[config.mk]
export PLATFORM = sky130hd
export DESIGN_NAME = pcs_core
export DESIGN_NICKNAME = d
export VERILOG_FILES = /design/src/design/pcs_pkg.sv /design/src/design/pcs_stack.sv /design/src/design/pcs_core.sv
export SDC_FILE = /design/constraint.sdc
export NUM_CORES = 1
export LEC_CHECK = 0
export BUFFER_PORTS_ARGS = -buffer_cell sky130_fd_sc_hd__buf_4
export CORE_UTILIZATION = 59
export DETAILED_ROUTE_END_ITERATION = 8
export PLACE_DENSITY = 0.94
export SYNTH_ARGS = -nofsm -noshare
export SYNTH_HDL_FRONTEND = slang
export SYNTH_SLANG_ARGS = --single-unit
[constraint.sdc]
create_clock -name clk -period 5.5 [get_ports clk]
set_clock_uncertainty 0.05 [all_clocks]
set_input_delay 1.1 -clock clk [delete_from_list [all_inputs] [get_ports clk]]
set_output_delay 1.1 -clock clk [all_outputs]
set_load 0.05 [all_outputs]
[src/design/pcs_pkg.sv]
package pcs_pkg;

   localparam int PCS_PC_W       = 13;
   localparam int PCS_LOW_W      = 8;
   localparam int PCS_HIGH_W     = 5;
   localparam int PCS_TARGET_W   = 11;
   localparam int PCS_STACK_D    = 8;
   localparam int PCS_SP_W       = 3;

   // Printed offsets are register indices; byte address is four times the index
   localparam logic [11:0] PCS_IDX_PC_LOW    = 12'h182;
   localparam logic [11:0] PCS_IDX_PC_HIGH   = 12'h18A;
   localparam logic [13:0] PCS_ADDR_PC_LOW   = {PCS_IDX_PC_LOW, 2'b00};
   localparam logic [13:0] PCS_ADDR_PC_HIGH  = {PCS_IDX_PC_HIGH, 2'b00};
   localparam int          PCS_ADDR_W        = 14;

   localparam logic [7:0]  PCS_PC_LOW_RST    = 8'h00;
   localparam logic [4:0]  PCS_PC_HIGH_RST   = 5'h00;
   localparam logic [12:0] PCS_PC_RST        = 13'h0000;
   localparam int          PCS_PAGE_LSB      = 3;
   localparam logic [12:0] PCS_VECTOR_DEF    = 13'h0008;

   localparam logic [1:0]  PCS_HTRANS_IDLE   = 2'b00;
   localparam logic [1:0]  PCS_HTRANS_NONSEQ = 2'b10;

   typedef enum logic [1:0] {
      PCS_SEL_NONE = 2'b00,
      PCS_SEL_LOW  = 2'b01,
      PCS_SEL_HIGH = 2'b10
   } pcs_sel_t;

   // One cycle of sequencing request from the instruction decoder
   typedef struct packed {
      logic                      inc;
      logic                      call;
      logic                      jump;
      logic                      ret;
      logic                      irq;
      logic [PCS_TARGET_W-1:0]   target;
   } pcs_op_t;

endpackage

[src/design/pcs_stack.sv]
`timescale 1ns/100ps
module pcs_stack
   import pcs_pkg::*;
#(
   parameter int DEPTH = PCS_STACK_D,
   parameter int WIDTH = PCS_PC_W
) (
   input  wire logic             clk,
   input  wire logic             rst_n,
   input  wire logic             push,
   input  wire logic             pop,
   input  wire logic [WIDTH-1:0] push_data,
   output logic      [WIDTH-1:0] top
);

   localparam int SPW = $clog2(DEPTH);

   logic [WIDTH-1:0] mem_r [DEPTH];
   logic [SPW-1:0]   sp_r;
   logic [SPW-1:0]   sp_dec;

   assign sp_dec = sp_r - 1'b1;
   assign top    = mem_r[sp_dec];

   // Pointer never leaves the block and simply wraps, no overflow flag [RULE10] [RULE14] [RULE15]
   always_ff @(posedge clk or negedge rst_n) begin
      if (!rst_n) begin
         sp_r <= '0;
      end else if (push) begin
         sp_r <= sp_r + 1'b1;
      end else if (pop) begin
         sp_r <= sp_dec;
      end
   end

   // Ninth push lands on the slot of the first [RULE9] [RULE14]
   always_ff @(posedge clk) begin
      if (push) begin
         mem_r[sp_r] <= push_data;
      end
   end

   property p_sp_wrap;
      @(posedge clk) disable iff (!rst_n)
      (push && sp_r == SPW'(DEPTH-1)) |=> (sp_r == '0);
   endproperty
   a_sp_wrap: assert property (p_sp_wrap) else $error("stack pointer did not wrap"); // [RULE14]

   property p_push_pop_top;
      @(posedge clk) disable iff (!rst_n)
      (push && !pop) |=> (top == $past(push_data));
   endproperty
   a_push_pop_top: assert property (p_push_pop_top) else $error("pushed word not on top"); // [RULE11]

   c_wrap: cover property (@(posedge clk) disable iff (!rst_n) push && sp_r == SPW'(DEPTH-1));

endmodule // pcs_stack

[src/design/pcs_core.sv]
// Design decision made here: the AHB-Lite interface to the registers.
`timescale 1ns/100ps
// Contract
// RULE1 - The program counter is thirteen bits wide and addresses instruction words.
// RULE2 - The counter's low byte is the pc_low_byte_reg register, readable and writable by software.
// RULE3 - The upper five counter bits are not software visible and are loaded from pc_high_latch.
// RULE4 - Any reset clears the whole program counter.
// RULE5 - A write to pc_low_byte_reg loads the counter with pc_high_latch bits four to zero above the written byte.
// RULE6 - A call or goto takes counter bits twelve and eleven from pc_high_latch bits four and three.
// RULE7 - A call or goto takes the lower eleven counter bits from the instruction operand.
// RULE8 - Software doing computed jumps must keep tables inside one 256-word block, as the high part never carries.
// RULE9 - A return stack of eight thirteen-bit entries sits outside program and data space.
// RULE10 - The stack pointer is internal and cannot be read or written by software.
// RULE11 - A call or an interrupt vector branch pushes the program counter onto the stack.
// RULE12 - A return, return_with_literal or return_from_interrupt pops the stack into the counter.
// RULE13 - Pushes and pops leave pc_high_latch unchanged.
// RULE14 - The stack wraps circularly, each push past eight overwriting the oldest entry in order.
// RULE15 - No status shows stack overflow or underflow.
// RULE16 - pc_high_latch implements only five bits reset to zero, its top three bits reading zero.
module pcs_core
   import pcs_pkg::*;
#(
   parameter logic [PCS_PC_W-1:0] VECTOR = PCS_VECTOR_DEF,
   parameter int                  DEPTH  = PCS_STACK_D
) (
   input  wire logic                  clk,
   input  wire logic                  rst_n,
   input  wire logic                  hsel,
   input  wire logic [31:0]           haddr,
   input  wire logic [1:0]            htrans,
   input  wire logic                  hwrite,
   input  wire logic [2:0]            hsize,
   input  wire logic                  hready,
   input  wire logic [31:0]           hwdata,
   output logic      [31:0]           hrdata,
   output logic                       hreadyout,
   output logic                       hresp,
   input  wire pcs_op_t               op,
   output logic      [PCS_PC_W-1:0]   pc
);

   logic [PCS_PC_W-1:0]   pc_r;
   logic [PCS_HIGH_W-1:0] pc_high_latch_r;
   pcs_sel_t              wr_sel_r;
   logic [31:0]           hrdata_r;
   logic                  addr_ok;
   pcs_sel_t              addr_sel;
   logic                  wr_low;
   logic                  wr_high;
   logic                  push;
   logic                  pop;
   logic [PCS_PC_W-1:0]   push_data;
   logic [PCS_PC_W-1:0]   stack_top;
   logic [PCS_PC_W-1:0]   pc_nxt;
   logic [PCS_HIGH_W-1:0] latch_fwd;
   logic [7:0]            low_fwd;

   assign hreadyout = 1'b1;
   assign hresp     = 1'b0;
   assign hrdata    = hrdata_r;
   assign pc        = pc_r;

   // Address phase decode; only whole-word transfers hit a register
   assign addr_ok = hsel && hready && htrans[1] && (hsize == 3'b010);

   always_comb begin
      addr_sel = PCS_SEL_NONE;
      if (addr_ok && haddr[PCS_ADDR_W-1:0] == PCS_ADDR_PC_LOW && haddr[31:PCS_ADDR_W] == '0) begin
         addr_sel = PCS_SEL_LOW;
      end else if (addr_ok && haddr[PCS_ADDR_W-1:0] == PCS_ADDR_PC_HIGH && haddr[31:PCS_ADDR_W] == '0) begin
         addr_sel = PCS_SEL_HIGH;
      end
   end

   // Write data phase follows the captured address phase
   always_ff @(posedge clk or negedge rst_n) begin
      if (!rst_n) begin
         wr_sel_r <= PCS_SEL_NONE;
      end else if (hready) begin
         wr_sel_r <= hwrite ? addr_sel : PCS_SEL_NONE;
      end
   end

   assign wr_low  = (wr_sel_r == PCS_SEL_LOW);
   assign wr_high = (wr_sel_r == PCS_SEL_HIGH);

   // Only five bits exist; the stack never touches them [RULE16] [RULE13] [RULE3]
   always_ff @(posedge clk or negedge rst_n) begin
      if (!rst_n) begin
         pc_high_latch_r <= PCS_PC_HIGH_RST;
      end else if (wr_high) begin
         pc_high_latch_r <= hwdata[PCS_HIGH_W-1:0];
      end
   end

   // Forward a write in flight so a back-to-back read sees it
   assign latch_fwd = wr_high ? hwdata[PCS_HIGH_W-1:0] : pc_high_latch_r;
   assign low_fwd   = pc_nxt[PCS_LOW_W-1:0];

   // Read data registered at the address phase; unmapped reads return zero
   always_ff @(posedge clk or negedge rst_n) begin
      if (!rst_n) begin
         hrdata_r <= '0;
      end else if (addr_ok && !hwrite) begin
         case (addr_sel)
            PCS_SEL_LOW:  hrdata_r <= {24'h000000, low_fwd};                           // [RULE2]
            PCS_SEL_HIGH: hrdata_r <= {27'h0000000, latch_fwd};                        // [RULE16]
            default:      hrdata_r <= '0;
         endcase
      end
   end

   // Push on call and on interrupt vectoring, pop on any return [RULE11] [RULE12]
   assign pop  = op.ret;
   assign push = !op.ret && (op.irq || op.call);
   assign push_data = op.irq ? pc_r : PCS_PC_W'(pc_r + 1'b1);

   // Sequencing priority: return, interrupt, call/goto, low-byte write, increment
   always_comb begin
      pc_nxt = pc_r;
      if (op.ret) begin
         pc_nxt = stack_top;                                                           // [RULE12]
      end else if (op.irq) begin
         pc_nxt = VECTOR;                                                              // [RULE11]
      end else if (op.call || op.jump) begin
         pc_nxt = {pc_high_latch_r[4:PCS_PAGE_LSB], op.target};                       // [RULE6] [RULE7]
      end else if (wr_low) begin
         pc_nxt = {pc_high_latch_r, hwdata[PCS_LOW_W-1:0]};                           // [RULE5] [RULE3]
      end else if (op.inc) begin
         pc_nxt = PCS_PC_W'(pc_r + 1'b1);                                             // [RULE1]
      end
   end

   // Every reset clears the counter [RULE4]
   always_ff @(posedge clk or negedge rst_n) begin
      if (!rst_n) begin
         pc_r <= PCS_PC_RST;
      end else begin
         pc_r <= pc_nxt;
      end
   end

   pcs_stack #(
      .DEPTH (DEPTH),
      .WIDTH (PCS_PC_W)
   ) u_stack (
      .clk       (clk),
      .rst_n     (rst_n),
      .push      (push),
      .pop       (pop),
      .push_data (push_data),
      .top       (stack_top)
   );                                                                                 // [RULE9] [RULE10]

   logic quiet_op;
   assign quiet_op = !(op.ret || op.irq || op.call || op.jump);

   property p_low_write;
      @(posedge clk) disable iff (!rst_n)
      (wr_low && quiet_op) |=> (pc_r == {$past(pc_high_latch_r), $past(hwdata[7:0])});
   endproperty
   a_low_write: assert property (p_low_write) else $error("low byte write load wrong"); // [RULE5]

   property p_call_page;
      @(posedge clk) disable iff (!rst_n)
      (!op.ret && !op.irq && (op.call || op.jump)) |=>
         (pc_r[12:11] == $past(pc_high_latch_r[4:3]) && pc_r[10:0] == $past(op.target));
   endproperty
   a_call_page: assert property (p_call_page) else $error("call or goto target wrong"); // [RULE6]

   property p_call_return;
      @(posedge clk) disable iff (!rst_n)
      (op.call && quiet_op == 1'b0 && !op.ret && !op.irq) ##1 op.ret |=>
         (pc_r == PCS_PC_W'($past(pc_r, 2) + 1'b1));
   endproperty
   a_call_return: assert property (p_call_return) else $error("return did not restore address"); // [RULE12]

   property p_irq_vector;
      @(posedge clk) disable iff (!rst_n)
      (op.irq && !op.ret) |=> (pc_r == VECTOR);
   endproperty
   a_irq_vector: assert property (p_irq_vector) else $error("interrupt did not vector"); // [RULE11]

   property p_latch_kept;
      @(posedge clk) disable iff (!rst_n)
      ((push || pop) && !wr_high) |=> $stable(pc_high_latch_r);
   endproperty
   a_latch_kept: assert property (p_latch_kept) else $error("stack action changed latch"); // [RULE13]

   property p_latch_read;
      @(posedge clk) disable iff (!rst_n)
      (addr_ok && !hwrite && addr_sel == PCS_SEL_HIGH) |=> (hrdata[31:PCS_HIGH_W] == '0);
   endproperty
   a_latch_read: assert property (p_latch_read) else $error("latch top bits not zero"); // [RULE16]

   property p_inc;
      @(posedge clk) disable iff (!rst_n)
      (op.inc && quiet_op && !wr_low) |=> (pc_r == PCS_PC_W'($past(pc_r) + 1'b1));
   endproperty
   a_inc: assert property (p_inc) else $error("counter did not advance"); // [RULE1]

   // Stack side effects of each request
   property p_ret_pop;
      @(posedge clk) disable iff (!rst_n)
      op.ret |=>
         (pc_r == $past(stack_top));
   endproperty
   a_ret_pop: assert property (p_ret_pop) else $error("return did not load stack top"); // [RULE12]

   property p_irq_push;
      @(posedge clk) disable iff (!rst_n)
      (op.irq && !op.ret) |=>
         (stack_top == $past(pc_r));
   endproperty
   a_irq_push: assert property (p_irq_push) else $error("interrupt did not save counter"); // [RULE11]

   property p_call_push;
      @(posedge clk) disable iff (!rst_n)
      (op.call && !op.ret && !op.irq) |=>
         (stack_top == PCS_PC_W'($past(pc_r) + 1'b1));
   endproperty
   a_call_push: assert property (p_call_push) else $error("call did not save return address"); // [RULE11]

   property p_jump_no_push;
      @(posedge clk) disable iff (!rst_n)
      (op.jump && !op.call && !op.ret && !op.irq) |=>
         (stack_top == $past(stack_top));
   endproperty
   a_jump_no_push: assert property (p_jump_no_push) else $error("goto touched the stack"); // [RULE11]

   property p_latch_sw_only;
      @(posedge clk) disable iff (!rst_n)
      !wr_high |=>
         $stable(pc_high_latch_r);
   endproperty
   a_latch_sw_only: assert property (p_latch_sw_only) else $error("latch changed without a write"); // [RULE13]

   // Register reads and the latch
   property p_latch_write;
      @(posedge clk) disable iff (!rst_n)
      wr_high |=>
         (pc_high_latch_r == $past(hwdata[PCS_HIGH_W-1:0]));
   endproperty
   a_latch_write: assert property (p_latch_write) else $error("latch write not stored"); // [RULE16]

   property p_latch_value;
      @(posedge clk) disable iff (!rst_n)
      (addr_ok && !hwrite && addr_sel == PCS_SEL_HIGH) |=>
         (hrdata[PCS_HIGH_W-1:0] == pc_high_latch_r);
   endproperty
   a_latch_value: assert property (p_latch_value) else $error("latch read value wrong"); // [RULE16]

   property p_low_read;
      @(posedge clk) disable iff (!rst_n)
      (addr_ok && !hwrite && addr_sel == PCS_SEL_LOW) |=>
         (hrdata == {24'h000000, pc_r[PCS_LOW_W-1:0]});
   endproperty
   a_low_read: assert property (p_low_read) else $error("low byte read wrong"); // [RULE2]

   property p_unmapped_read;
      @(posedge clk) disable iff (!rst_n)
      (addr_ok && !hwrite && addr_sel == PCS_SEL_NONE) |=>
         (hrdata == 32'h00000000);
   endproperty
   a_unmapped_read: assert property (p_unmapped_read) else $error("unmapped read not zero"); // [RULE10]

   // Values held while reset is low
   property p_reset_pc;
      @(posedge clk)
      !rst_n |=>
         (pc_r == PCS_PC_RST);
   endproperty
   a_reset_pc: assert property (p_reset_pc) else $error("reset did not clear counter"); // [RULE4]

   property p_reset_latch;
      @(posedge clk)
      !rst_n |=>
         (pc_high_latch_r == PCS_PC_HIGH_RST);
   endproperty
   a_reset_latch: assert property (p_reset_latch) else $error("reset did not clear latch"); // [RULE16]

   property p_reset_rdata;
      @(posedge clk)
      !rst_n |=>
         (hrdata == 32'h00000000);
   endproperty
   a_reset_rdata: assert property (p_reset_rdata) else $error("reset did not clear read data"); // [RULE4]

   // Counter behaviour between requests
   property p_pc_hold;
      @(posedge clk) disable iff (!rst_n)
      (!op.inc && quiet_op && !wr_low) |=>
         $stable(pc_r);
   endproperty
   a_pc_hold: assert property (p_pc_hold) else $error("counter moved without a request"); // [RULE3]

   property p_inc_run;
      @(posedge clk) disable iff (!rst_n)
      (op.inc && quiet_op && !wr_low) [*8] |=>
         (pc_r == PCS_PC_W'($past(pc_r, 8) + 4'h8));
   endproperty
   a_inc_run: assert property (p_inc_run) else $error("counter run lost a step"); // [RULE1]

   c_low_write: cover property (@(posedge clk) disable iff (!rst_n) wr_low && quiet_op);
   c_call_ret:  cover property (@(posedge clk) disable iff (!rst_n) op.call ##1 op.ret);
   c_irq:       cover property (@(posedge clk) disable iff (!rst_n) op.irq);
   c_inc:       cover property (@(posedge clk) disable iff (!rst_n) op.inc ##1 op.inc);

endmodule // pcs_core

==> impl_metrics.env <==
export IMPL_fin_nets=637
export IMPL_track_usage=0.2963
export IMPL_cp_start_kind="register"
export IMPL_h_tree_depth=4
export IMPL_worst_skew_pair_late_latency_ns=0.52
export IMPL_path_class="register to register"
export IMPL_drc_errors=0
export IMPL_cp_max_fo=32
export IMPL_area_growth_pct=19.96
export IMPL_regArea_um2=3899
export IMPL_avgSynthCellArea_um2=14.04
export IMPL_synth_area_um2=6320
export IMPL_setup_slack_ns=2.216
export IMPL_cts_root_buffer="clkbuf_8"
export IMPL_cap_violations=0
export IMPL_synth_top_family_by_area="multiplexers"
export IMPL_post_route_period_util=0.5972
export IMPL_critPathRequiredTime_ns=5.91
export IMPL_cts_reportedPaths_clkPinSlew_ns=0.06
export IMPL_die_w_um=105.5
export IMPL_num_rows=37
export IMPL_cts_max_path_buffers=2
export IMPL_ir_drop_uv=342.6
export IMPL_power_leakage_nw=2.963
export IMPL_rsz0062_at_grt="false"
export IMPL_hold_path_end="hrdata[0]$_DFFE_PN0P_"
export IMPL_dieArea_um2=11130
export IMPL_hold_depth=2
export IMPL_place_area_um2=7008
export IMPL_grt_max_degree=33
export IMPL_grt_pass1_wl_mm=23.38
export IMPL_status="completed"
export IMPL_worstMarginPinSlew_ns=0.9878
export IMPL_antenna_found_initial=0
export IMPL_r2r_cells=9
export IMPL_ioPinCount=137
export IMPL_final_hold_viol_count=0
export IMPL_synthArstFlopShare=0.2296
export IMPL_grt_pass1_vias=4316
export IMPL_start_util=0.6094
export IMPL_holdBufCountCts=0
export IMPL_cts_resized=0
export IMPL_numPortBuffers=85
export IMPL_place_ws_ns=2.243
export IMPL_design_area_um2=7581
export IMPL_finalSetupViolCount=0
export IMPL_core_um2=10370
export IMPL_setup_tns_ns=0
export IMPL_syn_inst=450
export IMPL_cts_tree="built"
export IMPL_ys_warnings_count=0
export IMPL_ys_types=56
export IMPL_fmax_ghz=0.3045
export IMPL_numCtsBuffers=17
export IMPL_worstSetupStartpoint="u_stack.sp_r[0]$_DFFE_PN0P_"
export IMPL_timing_rr_start="u_stack.sp_r[0]$_DFFE_PN0P_"
export IMPL_worstSetupEndpointType="register"
export IMPL_synthAdderAreaFrac=0.007919
export IMPL_layout_drive_gt1_share=0.2860
export IMPL_drt_iter0_drc=458
export IMPL_routed_via_count=4314
export IMPL_slew_violations=0
export IMPL_grt_overflow_total=0
export IMPL_ys_seq_area_frac=0.6169
export IMPL_min_delay_start="hrdata[0]$_DFFE_PN0P_"
export IMPL_first_pass_iters=5
export IMPL_ys_seq_elements=135
export IMPL_dpl_hpwl_mm=10.57
export IMPL_relSlewSlack=0.3409
export IMPL_post_cts_setup_buffers=0
export IMPL_synthFlopType="edfxtp_1"
export IMPL_antennaDiodeCount=0
export IMPL_r2r_slack_ns=2.22
export IMPL_finalPower_mw=4.153
export IMPL_powerDensity_nw_per_um2=547.8
export IMPL_fillers=649
export IMPL_min_path_type="register to register"
export IMPL_gp_congestion=0.9486
export IMPL_antenna_left=0
export IMPL_synth_simple_area_share=0.1051
export IMPL_synth_compound_area_frac=0.06712
export IMPL_multi_input_area_um2=2196
export IMPL_clock_sinks=135
export IMPL_synth_mux_area_frac=0.1144
export IMPL_period_needed_ns=3.284
export IMPL_vias_per_cell=6.234
export IMPL_crit_arrival_ns=3.70
export IMPL_wire_per_inst_um=22.51
export IMPL_timing_rr_end="hrdata[4]$_DFFE_PN0P_"
export IMPL_synth_xor_area_share=0.03583
export IMPL_wirelength_mm=15.58
export IMPL_die_h_um=105.5
export IMPL_synth_edf_count=104
export IMPL_hold_ws_ns=0.4266
[metrics by stage]
| step | util | std cells |
|---|---|---|
| after floorplan | - | 474 |
| after global placement | 0.6758 | 660 |
| after detailed placement | 0.6758 | 660 |
| after CTS | 0.7311 | 692 |
| after global routing | 0.7311 | 692 |
| final | 0.7311 | 692 |
[flip-flops by register name, summed over array words and instances, names as in the netlist]
name	count
pc_high_latch_r	5
u_stack.mem_r	104
wr_sel_r	2
hrdata	8
u_stack.sp_r	3
pc	13
[kinds of logic (layout without fill, tap and decap cells)]
family,Yosys count,after routing
mux,39,39
fa+ha+maj,4,4
flops,135,135
compound gates,58,58
other cells,2,26
simple gates,134,134
xor+xnor,25,25
buf+inv,53,135
[layer usage]
layer | wire [um] | vias to the layer above | global-route usage
met5 | 0 | - | 0
met4 | 558 | 0 | 0.1329
met3 | 1382 | 49 | 0.08596
met2 | 8332 | 301 | 0.5305
met1 | 5303 | 2110 | 0.3262
li1 | - | 1854 | -
[how the worst max path moves through the flow]
stage	to	slack (ns)	depth (start not counted)
3_3_place_gp	hrdata[2]$_DFFE_PN0P_	2.28	8
2_1_floorplan	u_stack.mem_r[1][0]$_DFFE_PP_	2.38	5
3_5_place_dp	hrdata[0]$_DFFE_PN0P_	2.24	10
6_report	hrdata[4]$_DFFE_PN0P_	2.22	9
4_1_cts	hrdata[0]$_DFFE_PN0P_	2.23	10
5_1_grt	hrdata[2]$_DFFE_PN0P_	2.00	8
[critical path, stage by stage, from the launching register on]
cell     delay (ns)
dfrtp_1        0.33
buf_4          0.46
inv_1          0.18
ha_1           0.32
xnor2_1        0.76
o31ai_1        0.20
nor4_1         0.56
a211o_1        0.21
nand2_1        0.06
nand2_1        0.07
[cell usage in the layout, fill, tap and decap left out, types with 4 or more instances in the layout]
master,netlist,layout
a22oi_1,4,4
mux2_2,8,8
mux4_2,18,18
conb_1,2,26
a22o_1,6,6
nor3_1,17,15
or2_2,4,4
inv_1,8,8
mux2i_1,7,7
ha_1,4,4
o21ai_0,9,9
nor2_1,27,27
nand3_1,8,8
xor2_1,14,14
mux4_1,6,6
nand4_1,6,6
nand2_1,39,39
and3_1,4,4
nand2b_1,5,5
clkbuf_16,0,16
a21oi_1,12,12
xnor2_1,10,10
nor4_1,10,10
clkinv_1,0,5
dfrtp_1,31,31
buf_4,28,95
edfxtp_1,104,104
[synth_stat cells (all sizes together), types with 9 or more instances]
library cell,instances,area share
nand2,39,0.023
dfrtp,31,0.12
mux4,24,0.089
nor3,17,0.013
nor4,11,0.012
xor2,15,0.022
xnor2,10,0.014
buf,39,0.043
o21ai,9,0.0071
edfxtp,104,0.49
nor2,27,0.016
a21oi,12,0.0095
[report_power, final]
| group | leakage [nW] | switching, mW | internal (mW) |
|---|---|---|---|
| logic | 1.34 | 0.956 | 0.572 |
| clock network | 0.272 | 0.407 | 0.682 |
| registers | 1.35 | 0.151 | 1.38 |
[layout make-up]
class | count | area share
clock buffer | 17 | 0.05463
clock inverter | 15 | 0.02096
inverter | 8 | 0.003961
multi-input combinational | 286 | 0.2897
sequential | 135 | 0.5143
tap | 136 | 0.02245
timing repair buffer | 95 | 0.09407
Note: power is estimated with default switching activity, not from simulation.
